`config.mk`:
```
export PLATFORM = sky130hd
export DESIGN_NAME = eps_scaler_top
export DESIGN_NICKNAME = d
export VERILOG_FILES = /design/src/core/eps_pkg.sv /design/src/core/eps_cfg_if.sv /design/src/core/eps_period_check.sv /design/src/core/eps_velocity.sv /design/src/core/eps_scaler_top.sv
export SDC_FILE = /design/constraint.sdc
export NUM_CORES = 2
export LEC_CHECK = 0
export BUFFER_PORTS_ARGS = -buffer_cell sky130_fd_sc_hd__buf_2
export CAP_MARGIN = 20
export CORE_ASPECT_RATIO = 0.6
export CORE_MARGIN = 4
export CORE_UTILIZATION = 46
export DETAILED_ROUTE_END_ITERATION = 8
export GPL_TIMING_DRIVEN = 0
export PLACE_DENSITY = 0.71
export SYNTH_ARGS = -nofsm -noshare
export SYNTH_HDL_FRONTEND = slang
export SYNTH_HIERARCHICAL = 1
export SYNTH_SLANG_ARGS = --single-unit
export TNS_END_PERCENT = 100
```
`constraint.sdc`:
```
create_clock -name clk -period 15.6 [get_ports clk]
set_input_delay 0.78 -clock clk [delete_from_list [all_inputs] [get_ports clk]]
set_output_delay 0.78 -clock clk [all_outputs]
set_load 0.02 [all_outputs]
```
`src/core/eps_pkg.sv`:
```
// Purpose: shared constants of the encoder position scaling block
// Assumes: 100 MHz clock, attribute port driven by the message layer
// Notes: attribute ids, codes, reset values and timing counts
// Functional notes
// - total steps is a 32-bit attribute 11h accepting values up to 4000_0000h.
// - writing the preset attribute 13h loads the position, explicit messages only, reset 0.
// - attribute 19h selects the velocity unit among 1F04h, 1F05h, 1F06h, 1F07h, 1F0Fh.
// - attribute 66h selects velocity smoothing 0 fine, 1 middle, 2 raw, reset 0, for all units but rpm.
// - attribute 64h selects the encoder or generic profile, explicit only, reset generic.
// - attribute 65h sets wrap correction 0 off, 1 on, 2 auto, reset 2, explicit only.
// - in auto mode correction applies only when the integer-period check fails.
// - bit 0 of attribute 0Ch set makes clockwise rotation count down, reset 0.
// - attribute 10h programs steps per turn from 1 up to the physical maximum.
package eps_pkg;
    localparam int CLK_MHZ = 100;
    localparam int GATE_TIME_US = 1000;
    localparam int GATE_CYCLES = GATE_TIME_US * CLK_MHZ;
    localparam int PHYS_TURN_BITS = 13;
    localparam int PHYS_TOTAL_BITS = 25;
    localparam int REV_BITS = 12;
    localparam int DIV_STEPS = REV_BITS + 32;
    localparam logic [31:0] TOTAL_MAX = 32'h4000_0000;
    localparam logic [7:0] ATTR_DIR = 8'h0C;
    localparam logic [7:0] ATTR_TURN = 8'h10;
    localparam logic [7:0] ATTR_TOTAL = 8'h11;
    localparam logic [7:0] ATTR_PRESET = 8'h13;
    localparam logic [7:0] ATTR_VUNIT = 8'h19;
    localparam logic [7:0] ATTR_PROFILE = 8'h64;
    localparam logic [7:0] ATTR_WRAP = 8'h65;
    localparam logic [7:0] ATTR_FILTER = 8'h66;
    localparam logic [15:0] VU_PER_S = 16'h1F04;
    localparam logic [15:0] VU_PER_MS = 16'h1F05;
    localparam logic [15:0] VU_PER_US = 16'h1F06;
    localparam logic [15:0] VU_PER_MIN = 16'h1F07;
    localparam logic [15:0] VU_RPM = 16'h1F0F;
    localparam logic [1:0] FILT_FINE = 2'h0;
    localparam logic [1:0] FILT_MID = 2'h1;
    localparam logic [1:0] FILT_RAW = 2'h2;
    localparam int FINE_SHIFT = 2;
    localparam int MID_SHIFT = 1;
    localparam logic [1:0] WRAP_OFF = 2'h0;
    localparam logic [1:0] WRAP_ON = 2'h1;
    localparam logic [1:0] WRAP_AUTO = 2'h2;
    localparam logic [31:0] PROFILE_GENERIC = 32'h0;
    localparam logic [31:0] PRESET_RST = 32'h0;
    localparam logic signed [63:0] MS_PER_S = 64'sh3E8;
    localparam logic signed [63:0] MS_PER_MIN = 64'shEA60;
    localparam logic signed [63:0] US_RECIP = 64'sh419;
    localparam int US_SHIFT = 20;
endpackage : eps_pkg

```
`src/core/eps_cfg_if.sv`:
```
`timescale 1ns/1ns
// Purpose: carrier between the scaler core, the period checker and the velocity unit
// Assumes: single clock domain
// Notes: step strobes are one-cycle pulses
interface eps_cfg_if;
    logic chk_start;
    logic [31:0] chk_turn;
    logic [31:0] chk_total;
    logic chk_busy;
    logic chk_integer;
    logic [15:0] v_unit;
    logic [1:0] v_filter;
    logic step_up;
    logic step_dn;
    logic phys_up;
    logic phys_dn;
    logic signed [31:0] velocity;
    modport core (output chk_start, chk_turn, chk_total, v_unit, v_filter, step_up, step_dn,
        phys_up, phys_dn, input chk_busy, chk_integer, velocity);
    modport period (input chk_start, chk_turn, chk_total, output chk_busy, chk_integer);
    modport velo (input v_unit, v_filter, step_up, step_dn, phys_up, phys_dn,
        output velocity);
endinterface : eps_cfg_if

```
`src/core/eps_period_check.sv`:
```
`timescale 1ns/1ns
// Purpose: serial remainder of (4096 * steps per turn) by total steps
// Assumes: start pulse after any change of either operand
// Notes: takes DIV_STEPS cycles, a new start restarts the check
module eps_period_check (
    input wire logic clk,
    input wire logic resetn,
    eps_cfg_if.period cfg
);
    import eps_pkg::*;
    typedef enum logic [0:0] {CHK_IDLE = 1'b0, CHK_RUN = 1'b1} eps_chk_state_t;
    typedef struct packed {
        eps_chk_state_t st;
        logic [5:0] cnt;
        logic [43:0] dvd;
        logic [32:0] rem;
        logic [31:0] total;
        logic ok;
    } eps_chk_t;
    eps_chk_t s_reg;
    eps_chk_t s_next;
    logic [32:0] r;

    always_comb begin
        s_next = s_reg;
        r = {s_reg.rem[31:0], s_reg.dvd[43]};
        if (cfg.chk_start) begin
            s_next.st = CHK_RUN;
            s_next.cnt = 6'(DIV_STEPS);
            s_next.dvd = {cfg.chk_turn, 12'h000};
            s_next.total = cfg.chk_total;
            s_next.rem = 33'h0;
        end else begin
            case (s_reg.st)
                CHK_IDLE: begin
                end
                CHK_RUN: begin
                    if (r >= {1'b0, s_reg.total}) begin
                        r = r - {1'b0, s_reg.total};
                    end
                    s_next.rem = r;
                    s_next.dvd = {s_reg.dvd[42:0], 1'b0};
                    s_next.cnt = s_reg.cnt - 6'h1;
                    if (s_reg.cnt == 6'h1) begin
                        s_next.st = CHK_IDLE;
                        s_next.ok = (r == 33'h0) && (s_reg.total != 32'h0);
                    end
                end
                default: s_next.st = CHK_IDLE;
            endcase
        end
    end

    always_ff @(posedge clk or negedge resetn) begin
        if (!resetn) begin
            s_reg <= '{st: CHK_IDLE, cnt: 6'h0, dvd: 44'h0, rem: 33'h0, total: 32'h0, ok: 1'b1};
        end else begin
            s_reg <= s_next;
        end
    end

    assign cfg.chk_busy = (s_reg.st == CHK_RUN);
    assign cfg.chk_integer = s_reg.ok;

    check_bound_a: assert property (@(posedge clk) disable iff (!resetn)
        cfg.chk_start |=> cfg.chk_busy ##[1:44] (!cfg.chk_busy || cfg.chk_start))
        else $error("period check did not finish in time");
endmodule : eps_period_check

```
`src/core/eps_velocity.sv`:
```
`timescale 1ns/1ns
// Purpose: velocity from step counts over a fixed gate, smoothed except in rpm, and unit-converted
// Assumes: at most one user and one physical step strobe per cycle
// Notes: rpm uses the physical step count, steps per microsecond is approximated
module eps_velocity #(
    parameter int GATE = eps_pkg::GATE_CYCLES,
    parameter int TURN_BITS = eps_pkg::PHYS_TURN_BITS
) (
    input wire logic clk,
    input wire logic resetn,
    eps_cfg_if.velo cfg
);
    import eps_pkg::*;
    typedef struct packed {
        logic [31:0] gate;
        logic signed [31:0] acc;
        logic signed [31:0] pacc;
        logic signed [31:0] filt;
        logic signed [31:0] vel;
    } eps_vel_t;
    eps_vel_t s_reg;
    eps_vel_t s_next;

    function automatic logic signed [31:0] eps_to_unit(input logic [15:0] u,
        input logic signed [31:0] v, input logic signed [31:0] p);
        logic signed [63:0] w;
        w = 64'(v);
        if (u == VU_PER_S) begin
            w = w * MS_PER_S;
        end else if (u == VU_PER_US) begin
            w = (w * US_RECIP) >>> US_SHIFT;
        end else if (u == VU_PER_MIN) begin
            w = w * MS_PER_MIN;
        end else if (u == VU_RPM) begin
            w = (64'(p) * MS_PER_MIN) >>> TURN_BITS;
        end
        return w[31:0];
    endfunction : eps_to_unit

    always_comb begin
        s_next = s_reg;
        if (cfg.step_up) s_next.acc = s_reg.acc + 32'sh1;
        if (cfg.step_dn) s_next.acc = s_reg.acc - 32'sh1;
        if (cfg.phys_up) s_next.pacc = s_reg.pacc + 32'sh1;
        if (cfg.phys_dn) s_next.pacc = s_reg.pacc - 32'sh1;
        s_next.gate = s_reg.gate + 32'h1;
        if (s_reg.gate == 32'(GATE - 1)) begin
            s_next.gate = 32'h0;
            if (cfg.v_filter == FILT_FINE) begin
                s_next.filt = s_reg.filt + ((s_next.acc - s_reg.filt) >>> FINE_SHIFT);
            end else if (cfg.v_filter == FILT_MID) begin
                s_next.filt = s_reg.filt + ((s_next.acc - s_reg.filt) >>> MID_SHIFT);
            end else begin
                s_next.filt = s_next.acc;
            end
            s_next.vel = eps_to_unit(cfg.v_unit, s_next.filt, s_next.pacc);
            s_next.acc = 32'sh0;
            s_next.pacc = 32'sh0;
        end
    end

    always_ff @(posedge clk or negedge resetn) begin
        if (!resetn) begin
            s_reg <= '0;
        end else begin
            s_reg <= s_next;
        end
    end

    assign cfg.velocity = s_reg.vel;

    raw_velocity_a: assert property (@(posedge clk) disable iff (!resetn)
        (s_reg.gate == 32'(GATE - 1) && cfg.v_filter == FILT_RAW && cfg.v_unit == VU_PER_MS)
        |=> cfg.velocity == $past(s_reg.acc + 32'(cfg.step_up) - 32'(cfg.step_dn)))
        else $error("raw velocity not the gate count");
endmodule : eps_velocity

```
`src/core/eps_scaler_top.sv`:
```
`timescale 1ns/1ns
// Purpose: attribute store and scaled position of a multiturn encoder
// Assumes: step strobes from the sensing front end, attribute requests from messaging
// Notes: one request per cycle at most, answered on the next cycle
module eps_scaler_top #(
    parameter int PHYS_TURN_BITS = eps_pkg::PHYS_TURN_BITS,
    parameter int PHYS_TOTAL_BITS = eps_pkg::PHYS_TOTAL_BITS,
    parameter int GATE = eps_pkg::GATE_CYCLES,
    // arbitrary value standing for the encoder profile code
    parameter logic [31:0] ENC_PROFILE_CODE = 32'h0000_005A
) (
    input wire logic clk,
    input wire logic resetn,
    input wire logic attr_req,
    input wire logic attr_we,
    input wire logic attr_explicit,
    input wire logic [7:0] attr_id,
    input wire logic [31:0] attr_wdata,
    output logic attr_ack,
    output logic attr_err,
    output logic [31:0] attr_rdata,
    input wire logic step_pulse,
    input wire logic step_cw,
    output logic [31:0] position_out,
    output logic signed [31:0] velocity_out,
    output logic [31:0] profile_code,
    output logic correction_active
);
    import eps_pkg::*;
    localparam logic [31:0] PHYSICAL_STEPS_PER_TURN = 32'h1 << PHYS_TURN_BITS;
    localparam logic [31:0] PHYSICAL_TOTAL_STEPS = 32'h1 << PHYS_TOTAL_BITS;

    typedef struct packed {
        logic dir;
        logic [31:0] turn;
        logic [31:0] total;
        logic [31:0] preset;
        logic [15:0] vunit;
        logic [31:0] profile;
        logic [1:0] wrap;
        logic [1:0] filter;
        logic [31:0] pos;
        logic [31:0] frac;
        logic [31:0] phys;
        logic corr;
        logic chk_go;
        logic ack;
        logic err;
        logic [31:0] rdata;
    } eps_top_t;

    localparam eps_top_t ST_RST = '{dir: 1'b0, turn: PHYSICAL_STEPS_PER_TURN, total: PHYSICAL_TOTAL_STEPS, preset: PRESET_RST,
        vunit: VU_PER_S, profile: PROFILE_GENERIC, wrap: WRAP_AUTO, filter: FILT_FINE,
        pos: 32'h0, frac: 32'h0, phys: 32'h0, corr: 1'b0, chk_go: 1'b1, ack: 1'b0,
        err: 1'b0, rdata: 32'h0};

    eps_top_t s_reg;
    eps_top_t s_next;
    logic go_up;
    logic go_dn;
    logic us_up;
    logic us_dn;
    logic wrap_hit;

    eps_cfg_if cfg ();

    eps_period_check u_check (
        .clk(clk),
        .resetn(resetn),
        .cfg(cfg.period)
    );

    eps_velocity #(
        .GATE(GATE),
        .TURN_BITS(PHYS_TURN_BITS)
    ) u_velocity (
        .clk(clk),
        .resetn(resetn),
        .cfg(cfg.velo)
    );

    // legality of an attribute write
    function automatic logic eps_write_ok(input logic [7:0] id, input logic [31:0] v,
        input logic expl, input logic [31:0] total);
        logic ok;
        ok = 1'b0;
        if (id == ATTR_DIR) begin
            ok = (v <= 32'h1);
        end else if (id == ATTR_TURN) begin
            ok = (v != 32'h0) && (v <= PHYSICAL_STEPS_PER_TURN);
        end else if (id == ATTR_TOTAL) begin
            ok = (v != 32'h0) && (v <= TOTAL_MAX);
        end else if (id == ATTR_PRESET) begin
            ok = expl && (v < total);
        end else if (id == ATTR_VUNIT) begin
            ok = (v == 32'(VU_PER_S)) || (v == 32'(VU_PER_MS)) || (v == 32'(VU_PER_US))
                || (v == 32'(VU_PER_MIN)) || (v == 32'(VU_RPM));
        end else if (id == ATTR_PROFILE) begin
            ok = expl && ((v == PROFILE_GENERIC) || (v == ENC_PROFILE_CODE));
        end else if (id == ATTR_WRAP) begin
            ok = expl && (v <= 32'(WRAP_AUTO));
        end else if (id == ATTR_FILTER) begin
            ok = (v <= 32'(FILT_RAW));
        end
        return ok;
    endfunction : eps_write_ok

    always_comb begin
        s_next = s_reg;
        s_next.ack = 1'b0;
        s_next.err = 1'b0;
        s_next.chk_go = 1'b0;
        us_up = 1'b0;
        us_dn = 1'b0;
        wrap_hit = 1'b0;
        go_up = step_pulse && (step_cw ^ s_reg.dir);
        go_dn = step_pulse && !(step_cw ^ s_reg.dir);
        // fractional scaling of physical steps to user steps
        if (go_up) begin
            if (s_reg.frac + s_reg.turn >= PHYSICAL_STEPS_PER_TURN) begin
                s_next.frac = s_reg.frac + s_reg.turn - PHYSICAL_STEPS_PER_TURN;
                us_up = 1'b1;
            end else begin
                s_next.frac = s_reg.frac + s_reg.turn;
            end
            wrap_hit = (s_reg.phys >= PHYSICAL_TOTAL_STEPS - 32'h1);
            s_next.phys = wrap_hit ? 32'h0 : s_reg.phys + 32'h1;
        end else if (go_dn) begin
            if (s_reg.frac < s_reg.turn) begin
                s_next.frac = s_reg.frac + PHYSICAL_STEPS_PER_TURN - s_reg.turn;
                us_dn = 1'b1;
            end else begin
                s_next.frac = s_reg.frac - s_reg.turn;
            end
            wrap_hit = (s_reg.phys == 32'h0);
            s_next.phys = wrap_hit ? PHYSICAL_TOTAL_STEPS - 32'h1 : s_reg.phys - 32'h1;
        end
        if (us_up) begin
            s_next.pos = (s_reg.pos >= s_reg.total - 32'h1) ? 32'h0 : s_reg.pos + 32'h1;
        end else if (us_dn) begin
            s_next.pos = (s_reg.pos == 32'h0 || s_reg.pos >= s_reg.total)
                ? s_reg.total - 32'h1 : s_reg.pos - 32'h1;
        end
        // without correction the position restarts with the physical period
        if (wrap_hit && !s_reg.corr) begin
            s_next.pos = go_up ? 32'h0 : s_reg.total - 32'h1;
            s_next.frac = 32'h0;
        end
        s_next.corr = (s_reg.wrap == WRAP_ON)
            || (s_reg.wrap == WRAP_AUTO && !cfg.chk_integer);
        if (attr_req) begin
            s_next.ack = 1'b1;
            if (attr_we) begin
                if (eps_write_ok(attr_id, attr_wdata, attr_explicit, s_reg.total)) begin
                    if (attr_id == ATTR_DIR) begin
                        s_next.dir = attr_wdata[0];
                    end else if (attr_id == ATTR_TURN) begin
                        s_next.turn = attr_wdata;
                        s_next.chk_go = 1'b1;
                    end else if (attr_id == ATTR_TOTAL) begin
                        s_next.total = attr_wdata;
                        s_next.chk_go = 1'b1;
                    end else if (attr_id == ATTR_PRESET) begin
                        s_next.preset = attr_wdata;
                        s_next.pos = attr_wdata;
                        s_next.frac = 32'h0;
                    end else if (attr_id == ATTR_VUNIT) begin
                        s_next.vunit = attr_wdata[15:0];
                    end else if (attr_id == ATTR_PROFILE) begin
                        s_next.profile = attr_wdata;
                    end else if (attr_id == ATTR_WRAP) begin
                        s_next.wrap = attr_wdata[1:0];
                    end else begin
                        s_next.filter = attr_wdata[1:0];
                    end
                end else begin
                    s_next.err = 1'b1;
                end
            end else begin
                s_next.rdata = 32'h0;
                if (attr_id == ATTR_DIR) begin
                    s_next.rdata = {31'h0, s_reg.dir};
                end else if (attr_id == ATTR_TURN) begin
                    s_next.rdata = s_reg.turn;
                end else if (attr_id == ATTR_TOTAL) begin
                    s_next.rdata = s_reg.total;
                end else if (attr_id == ATTR_PRESET) begin
                    s_next.rdata = s_reg.preset;
                end else if (attr_id == ATTR_VUNIT) begin
                    s_next.rdata = {16'h0, s_reg.vunit};
                end else if (attr_id == ATTR_PROFILE) begin
                    s_next.rdata = s_reg.profile;
                end else if (attr_id == ATTR_WRAP) begin
                    s_next.rdata = {30'h0, s_reg.wrap};
                end else if (attr_id == ATTR_FILTER) begin
                    s_next.rdata = {30'h0, s_reg.filter};
                end else begin
                    s_next.err = 1'b1;
                end
            end
        end
    end

    always_ff @(posedge clk or negedge resetn) begin
        if (!resetn) begin
            s_reg <= ST_RST;
        end else begin
            s_reg <= s_next;
        end
    end

    assign cfg.chk_start = s_reg.chk_go;
    assign cfg.chk_turn = s_reg.turn;
    assign cfg.chk_total = s_reg.total;
    assign cfg.v_unit = s_reg.vunit;
    assign cfg.v_filter = s_reg.filter;
    assign cfg.step_up = us_up;
    assign cfg.step_dn = us_dn;
    assign cfg.phys_up = go_up;
    assign cfg.phys_dn = go_dn;
    assign attr_ack = s_reg.ack;
    assign attr_err = s_reg.err;
    assign attr_rdata = s_reg.rdata;
    assign position_out = s_reg.pos;
    assign velocity_out = cfg.velocity;
    assign profile_code = s_reg.profile;
    assign correction_active = s_reg.corr;

    count_up_a: assert property (@(posedge clk) disable iff (!resetn)
        (step_pulse && step_cw && !s_reg.dir && s_reg.turn == PHYSICAL_STEPS_PER_TURN && !attr_req
        && s_reg.pos < s_reg.total - 32'h1 && s_reg.phys < PHYSICAL_TOTAL_STEPS - 32'h1)
        |=> position_out == $past(position_out) + 32'h1)
        else $error("clockwise step did not count up");

    wrap_top_a: assert property (@(posedge clk) disable iff (!resetn)
        (go_up && s_reg.turn == PHYSICAL_STEPS_PER_TURN && !attr_req && s_reg.pos == s_reg.total - 32'h1)
        |=> position_out == 32'h0)
        else $error("position did not wrap to zero");

    preset_load_a: assert property (@(posedge clk) disable iff (!resetn)
        (attr_req && attr_we && attr_explicit && attr_id == ATTR_PRESET
        && attr_wdata < s_reg.total)
        |=> position_out == $past(attr_wdata) && attr_ack && !attr_err)
        else $error("preset write did not load position");

    preset_implicit_a: assert property (@(posedge clk) disable iff (!resetn)
        (attr_req && attr_we && !attr_explicit && attr_id == ATTR_PRESET)
        |=> attr_err && s_reg.preset == $past(s_reg.preset))
        else $error("preset accepted outside explicit messaging");

    total_range_a: assert property (@(posedge clk) disable iff (!resetn)
        (attr_req && attr_we && attr_id == ATTR_TOTAL && attr_wdata > TOTAL_MAX)
        |=> attr_err && s_reg.total == $past(s_reg.total))
        else $error("total steps above limit accepted");

    turn_zero_a: assert property (@(posedge clk) disable iff (!resetn)
        (attr_req && attr_we && attr_id == ATTR_TURN && attr_wdata == 32'h0) |=> attr_err)
        else $error("zero steps per turn accepted");

    unit_code_a: assert property (@(posedge clk) disable iff (!resetn)
        (attr_req && attr_we && attr_id == ATTR_VUNIT && attr_wdata == 32'h1F08)
        |=> attr_err && s_reg.vunit == $past(s_reg.vunit))
        else $error("unknown velocity unit accepted");

    profile_set_a: assert property (@(posedge clk) disable iff (!resetn)
        (attr_req && attr_we && attr_explicit && attr_id == ATTR_PROFILE
        && attr_wdata == ENC_PROFILE_CODE) |=> profile_code == ENC_PROFILE_CODE)
        else $error("profile selection not taken");

    wrap_off_a: assert property (@(posedge clk) disable iff (!resetn)
        (s_reg.wrap == WRAP_OFF) |=> !correction_active)
        else $error("correction active while off");

    auto_mode_a: assert property (@(posedge clk) disable iff (!resetn)
        (s_reg.wrap == WRAP_AUTO) |=> correction_active == !$past(cfg.chk_integer))
        else $error("auto correction disagrees with period check");
endmodule : eps_scaler_top

```
**Word level (Yosys, flattened, before mapping)**

Cells that the tools add are included.

- Register bits after elaboration: 557
- Latch bits: 0
- RAM bits: 0
- Memory bits (read-only): 0
- Bits of input ports: 47
- Output and inout bits: 131
- Logic and storage cells: 213
- Memories: 0

- Add/subtract/negate cells: 20
- Multipliers: 4
- Div/mod/pow operators: 0
- Magnitude comparators: 11
- Eq/ne operators: 23
- Shift operators: 0
- Multiplexer cells: 79
- Bitwise gates (word level): 10
- Reduce and logical (&&, ||, !) cells: 39

Operator list:

| kind | number |
|---|---|
| 32-bit two-way mux | 27 |
| 64-bit two-way mux | 10 |
| 84-bit two-way mux | 2 |
| 32-bit by 13-bit equality test with 1-bit output, second input constant | 5 |
| 160-bit two-way mux | 1 |
| 33-bit two-way mux | 3 |
| 32-bit by 1-bit adder with 32-bit output, second input constant | 3 |
| 32-bit logical NOT | 3 |
| 32-bit by 1-bit subtractor with 32-bit output, second input constant | 3 |
| 32-bit subtractor | 3 |
| 32-bit by 2-bit adder with 32-bit output, second input constant | 2 |
| 16-bit by 13-bit equality test with 1-bit output, second input constant | 4 |
| 32-bit greater-or-equal comparator | 2 |
| 32-bit < comparator | 2 |
| 32-bit nonzero test | 2 |
| 32-bit by 2-bit subtractor with 32-bit output, second input constant | 2 |
| 32-bit by 12-bit multiplier with 44-bit output, second input constant | 1 |
| 32-bit by 12-bit multiplier with 40-bit output, second input constant | 1 |
| 35-bit two-way mux | 1 |
| 33-bit by 32-bit greater-or-equal comparator with 1-bit output | 1 |
| 33-bit logical NOT | 1 |
| 1-bit two-way mux | 33 |
| 33-bit by 32-bit subtractor with 33-bit output | 1 |
| 32-bit by 14-bit adder with 32-bit output, second input constant | 1 |
| 38 further kinds | 72 |

**Longest topological paths before layout**

- Depth after elaboration: 16
- Depth in mapped cells: 64
- Depth with buffers taken out: 63

**Cells and area by module**

Netlist, hierarchy kept.

Modules (own cells, without submodules):

| module | instances | cells an instance | area each (um2) | seq. area each (um2) |
|---|---|---|---|---|
| eps_velocity | 1 | 3784 | 33165.6 | 4003.8 |
| eps_scaler_top | 1 | 3171 | 25468.2 | 7044.3 |
| eps_period_check | 1 | 826 | 7298.2 | 2879.0 |

**Worst setup path before layout**

No wires, ideal clock.

- Kind: reg2reg
- Start: reg s_reg (netlist bit cfg.chk_turn[13])
- End: reg u_velocity.s_reg (netlist bit u_velocity/cfg.velocity[26])
- Library setup time: 0.123 ns
- Data arrival time: 13.130 ns
- Required time: 15.477 ns
- Slack: 2.347 ns
- Cell stages (with the launch flop): 60
- Buffers on the path: 3
- Clock period less this slack: 13.253 ns
- Path through: dfstp_2 > ha_1 > buf_2 > or2_1 > nor3_1 > nand4_1 > a21oi_1 > mux2_2 > nor4_2 > nand4_2 > or4_4 > nand2_1 > inv_2 > buf_2 > and4b_1 > and4_1 > and3_1 > a21oi_1 > [24 not listed] > ha_1 > ha_1 > fa_1 > inv_1 > fa_1 > inv_1 > ha_1 > a21oi_1 > o21ai_0 > a221o_1 > a22oi_1 > inv_1 > a21o_1 > a221o_1 > xnor2_1 > o21a_4 > o311ai_2 > o221a_2

- Longest elaborated chain between the ends: 15
- Elaborated cells on any way between the ends: 23
- Those cells by class: 4 x add/sub; 3 x mul; 2 x order compare; 14 x mux

RTL lines:

| element | RTL line | source |
|---|---|---|
| start: declaration | eps_scaler_top.sv:57 | `eps_top_t s_reg;` |
| start signal: assignment | eps_scaler_top.sv:208 | `s_reg <= s_next;` |
| 32-bit adder * | eps_scaler_top.sv:120 | `if (s_reg.frac + s_reg.turn >= PHYSICAL_STEPS_PER_TURN) begin` |
| 32-bit by 14-bit greater-or-equal comparator with 1-bit output * | eps_scaler_top.sv:120 |  |
| 1-bit two-way mux * | eps_scaler_top.sv:120 |  |
| 1-bit two-way mux * | eps_scaler_top.sv:119 | `if (go_up) begin` |
| named net cfg.step_up | eps_cfg_if.sv:13 | `logic step_up;` |
| 32-bit two-way mux * | eps_velocity.sv:42 | `if (cfg.step_up) s_next.acc = s_reg.acc + 32'sh1;` |
| 32-bit two-way mux * | eps_velocity.sv:43 | `if (cfg.step_dn) s_next.acc = s_reg.acc - 32'sh1;` |
| 32-bit subtractor | eps_velocity.sv:50, eps_velocity.sv:52 |  |
| 32-bit by 31-bit adder with 32-bit output | eps_velocity.sv:52 | `s_next.filt = s_reg.filt + ((s_next.acc - s_reg.filt) >>> MID_SHIFT);` |
| 32-bit two-way mux | eps_velocity.sv:51 | `end else if (cfg.v_filter == FILT_MID) begin` |
| 32-bit two-way mux * | eps_velocity.sv:49 | `if (cfg.v_filter == FILT_FINE) begin` |
| 32-bit two-way mux * | eps_velocity.sv:47 | `if (s_reg.gate == 32'(GATE - 1)) begin` |
| 32-bit by 12-bit multiplier with 27-bit output / 32-bit two-way mux (equally long branches) | eps_velocity.sv:33, eps_velocity.sv:34 |  |
| 32-bit two-way mux | eps_velocity.sv:32 | `end else if (u == VU_PER_MIN) begin` |
| 32-bit two-way mux | eps_velocity.sv:30 | `end else if (u == VU_PER_US) begin` |
| 32-bit two-way mux * | eps_velocity.sv:28 | `if (u == VU_PER_S) begin` |
| end signal: assignment | eps_velocity.sv:66 | `s_reg <= s_next;` |
| end: declaration | eps_velocity.sv:21 | `eps_vel_t s_reg;` |

The timed path passes the listed nets; every way through them passes the cells marked *. The select of a mux whose other input is x is not followed.
A chain may end at the register's enable or synchronous reset.

**Worst setup path in the final report**

- Start: reg s_reg (netlist bit cfg.chk_turn[0])
- End: reg u_velocity.s_reg (netlist bit u_velocity/cfg.velocity[31])

Same word-level chain as after synthesis.

==> impl_results.html <==
<table>
<tr><th>Metric</th><th>Value</th></tr>
<tr><th colspan="2">STA</th></tr>
<tr><td>Final worst clock skew</td><td>~0.054 ns</td></tr>
<tr><td>Post-layout min period</td><td>between 15 and 20 ns</td></tr>
<tr><td>Final setup viols</td><td>0</td></tr>
<tr><td>Relative slew slack</td><td>17.2%</td></tr>
<tr><td>Fmax</td><td>64.7 MHz</td></tr>
<tr><td>Final Max Slew Viols</td><td>0</td></tr>
<tr><td>Final clock period utilization by the worst path</td><td>99.1%</td></tr>
<tr><td>Number of hold violations in the final report</td><td>0</td></tr>
<tr><td>Slew @ Worst Pin</td><td>~1.2 ns</td></tr>
<tr><th colspan="2">Floorplanning</th></tr>
<tr><td>Die footprint</td><td>around 150000 sq um</td></tr>
<tr><td>Area of the core</td><td>about 140000 sq um</td></tr>
<tr><td>Die Span X</td><td>497 um</td></tr>
<tr><td>Die outline height</td><td>301 um</td></tr>
<tr><td>Number of cell rows</td><td>around 110</td></tr>
<tr><td>Effective utilization at floorplan</td><td>46.4%</td></tr>
<tr><td>Top-level I/O count</td><td>roughly 180</td></tr>
<tr><th colspan="2">Worst setup path</th></tr>
<tr><td>Max incr delay on CP</td><td>between 0.6 and 0.7 ns</td></tr>
<tr><td>Required time of the critical path</td><td>~16 ns</td></tr>
<tr><td>Maximum fanout along the worst path</td><td>18</td></tr>
<tr><td>Endpoint kind of the worst setup timing path</td><td>flop</td></tr>
<tr><td>CP startpoint kind</td><td>flop</td></tr>
<tr><td>Slowest library cell on the worst path</td><td>or4_4</td></tr>
<tr><td>Setup Crit Path Kind</td><td>flop to flop</td></tr>
<tr><td>WP data arrival</td><td>around 16 ns</td></tr>
<tr><td>Critical path's most frequent cell</td><td>ha_1</td></tr>
<tr><th colspan="2">Global route</th></tr>
<tr><td>Total overflow reported by the global router</td><td>0</td></tr>
<tr><td>Number of antenna violations at the first check in global routing</td><td>27</td></tr>
<tr><td>Maximum number of pins on one net before global-route repair</td><td>roughly 120</td></tr>
<tr><td>Via count of the first global-routing pass</td><td>approximately 58000</td></tr>
<tr><td>First-pass GRT wire length</td><td>393 mm</td></tr>
<tr><td>GRT Util Overall</td><td>between 30% and 40%</td></tr>
<tr><th colspan="2">Cells and area</th></tr>
<tr><td>Largest register FFs</td><td>128</td></tr>
<tr><td>Net count reported at finish</td><td>about 9300</td></tr>
<tr><td>Area growth from synthesis to layout</td><td>10.9%</td></tr>
<tr><td>Fill cell instance count of the final layout</td><td>roughly 14000</td></tr>
<tr><td>Area of the multi-input gates</td><td>46800 sq um</td></tr>
<tr><td>Layout cell share with drive strength beyond 1</td><td>10.6%</td></tr>
<tr><td>Final cell count without fillers</td><td>~10000</td></tr>
<tr><td>Storage element area</td><td>13900 sq um</td></tr>
<tr><th colspan="2">Synthesis</th></tr>
<tr><td>Leading register cell type out of synthesis</td><td>dfrtp_1</td></tr>
<tr><td>Sequential element share of the synthesized area</td><td>21.1%</td></tr>
<tr><td>Post-synth EDFFs</td><td>0</td></tr>
<tr><td>Share of async-settable or async-resettable flops after synthesis</td><td>100%</td></tr>
<tr><td>Post-Synthesis Mean Instance Area</td><td>8.47 sq um</td></tr>
<tr><td>Top cell type's share of synthesized area</td><td>20.7%</td></tr>
<tr><td>Count of different cell masters after synthesis</td><td>130</td></tr>
<tr><td>Largest area contributor in the netlist</td><td>dfrtp_1</td></tr>
<tr><td>Count of warnings emitted by yosys</td><td>6</td></tr>
<tr><td>Post-synth design cell area</td><td>between 60000 and 70000 sq um</td></tr>
<tr><td>Ranking of synthesized cells by area</td><td>dfrtp_1, ha_1, fa_1</td></tr>
<tr><td>Post-synthesis instance total</td><td>around 7800</td></tr>
<tr><td>Post-Syn Nets</td><td>roughly 9000</td></tr>
<tr><td>Flip-flop and latch count after synthesis</td><td>between 500 and 600</td></tr>
<tr><th colspan="2">Route</th></tr>
<tr><td>Vias</td><td>roughly 62000</td></tr>
<tr><td>Wire length per cell</td><td>27.0 um</td></tr>
<tr><td>WL final</td><td>272 mm</td></tr>
<tr><td>Remaining antenna violation count</td><td>0</td></tr>
<tr><td>DRC</td><td>0</td></tr>
<tr><td>Drt first-iter violations</td><td>8174</td></tr>
<tr><td>Via-to-Cell Ratio</td><td>around 6.2</td></tr>
<tr><td>First drt pass iteration count</td><td>9</td></tr>
<tr><th colspan="2">CTS</th></tr>
<tr><td>Clock transition time at the flip-flop clock pins of the worst setup and hold paths</td><td>approximately 0.080 ns</td></tr>
<tr><td>TritonCTS buffer count</td><td>60</td></tr>
<tr><td>Number of sinks handled by clock tree synthesis</td><td>556</td></tr>
<tr><td>Clock root buffer</td><td>clkbuf_16</td></tr>
<tr><td>Clock latency at the later pin of the worst-skew pair</td><td>between 0.7 and 0.8 ns</td></tr>
<tr><td>CTS HTree Levels</td><td>2</td></tr>
<tr><td>CTS tree</td><td>done</td></tr>
<tr><td>Maximum clock path buffer count</td><td>3</td></tr>
<tr><th colspan="2">Placement</th></tr>
<tr><td>Number of buffer cells added on primary ports</td><td>between 150 and 200</td></tr>
<tr><td>Estimated wirelength of the detail-placed design</td><td>roughly 220 mm</td></tr>
<tr><td>Placer's final routability congestion estimate</td><td>1.05</td></tr>
<tr><td>Number of cells in the design after placement</td><td>between 9000 and 10000</td></tr>
<tr><th colspan="2">Status</th></tr>
<tr><td>Status</td><td>finished, final reports clean</td></tr>
<tr><th colspan="2">Worst hold path</th></tr>
<tr><td>Worst min-delay path category</td><td>primary input to flop</td></tr>
<tr><th colspan="2">Job</th></tr>
<tr><td>Max-cap check violation count</td><td>0</td></tr>
</table>
-- logic make-up after synthesis --
| kind of cell | Yosys count | share of synthesized area, % |
|---|---|---|
| compound gates | 1832 | 18.0 |
| mux | 161 | 2.58 |
| buf+inv | 1432 | 9.08 |
| fa+ha+maj | 1179 | 27.1 |
| simple gates | 2184 | 16.3 |
| flops | 556 | 21.1 |
| xor+xnor | 437 | 5.84 |
-- synth_stat cells (all sizes together) (50+ instances only) --
library cell and n:
a211oi 105, a21o 122, a21oi 473, a31oi 108, and2 80, and3 57, buf 189, clkbuf 244
dfrtp 545, fa 415, ha 764, inv 999, mux2 68, mux2i 93, nand2 612, nand2b 50
nand3 147, nand4 87, nor2 538, nor2b 93, nor3 203, nor4 86, o211ai 59, o21a 51
o21ai 445, o31ai 56, or3 76, xnor2 297, xor2 139
-- critical path: cells and delay by family, from the launching register on --
kind            cells  cell delay, ns
buf+inv            10            1.31
xor+xnor            4            0.70
flops               1            0.45
fa+ha+maj          10            3.59
simple gates       10            2.53
compound gates     30            6.67
-- worst paths after layout --
path	startpoint	end	slack, ns	cells after the start
worst min register to register	s_reg[198]$_DFFE_PN0P_	s_reg[198]$_DFFE_PN0P_	0.47	2
min in group asynchronous	resetn	u_velocity/s_reg[151]$_DFF_PN0_	0.54	2
max in group asynchronous	resetn	cfg.chk_total[25]$_DFFE_PN1P_	12.59	6
worst max-delay path	cfg.chk_turn[0]$_DFFE_PN0P_	u_velocity/cfg.velocity[31]$_DFFE_PN0P_	0.14	64
worst min-delay path	attr_req	attr_ack$_DFF_PN0_	0.31	1
worst max register to register	cfg.chk_turn[0]$_DFFE_PN0P_	u_velocity/cfg.velocity[31]$_DFFE_PN0P_	0.14	64
-- layout by cell type, fill, tap and decap left out, types with 78 or more instances in the layout --
cell / n
nor2_1: 534
clkbuf_1: 239
buf_4: 192
nand2_1: 610
fa_1: 415
nand4_1: 86
nand3_1: 144
a21oi_1: 451
nor2b_1: 92
o21ai_0: 422
xnor2_1: 282
a21o_1: 122
ha_1: 755
a31oi_1: 101
and2_1: 78
a211oi_1: 96
mux2i_1: 90
inv_1: 989
dfrtp_1: 537
nor3_1: 197
buf_2: 203
xor2_1: 132
-- area by class of cell --
cell class                 instances  share of cell area (%)
multi-input combinational       5793                    64.0
sequential                       556                    19.1
inverter                         999                    5.17
tap                             1907                    3.26
buffer                           427                    3.07
timing repair buffer             274                    2.61
clock buffer                      80                    2.34
clock inverter                    30                   0.430
antenna                           15                  0.0514
-- metal layers --
metal	share of wire (%)	track usage, %	vias up
met5	0.070	0.877	-
met4	2.4	7.47	10
met1	46	55.5	30800
li1	-	-	27500
met3	16	15.6	364
met2	36	42.9	3585
-- metrics by stage --
step,instance area [sq um],setup TNS [ns],setup slack (ns),hold slack (ns),util (%)
3_3_place_gp,69200,-107.65,-3.86,0.458,48.7
4_1_cts,72200,-0.0231,-0.0231,0.283,50.7
5_1_grt,73100,-0.205,-0.0970,0.293,51.4
6_report,73100,0,0.135,0.305,51.4
3_5_place_dp,69800,-47.55,-1.99,0.458,49.1
2_1_floorplan,65900,0,2.35,0.439,-
-- repair_timing --
item / in CTS / in global routing
hold endpoints to repair: 31 / 0
resized for setup: 55 / 107
buffers inserted: 9 / 47
pin swaps: 11 / 22
endpoints found under the setup margin: 32 / 32
hold buffers: 1 / 0
Power is not shown: default switching activity piles up to over one toggle a cycle in this logic, so the estimate is an artifact.
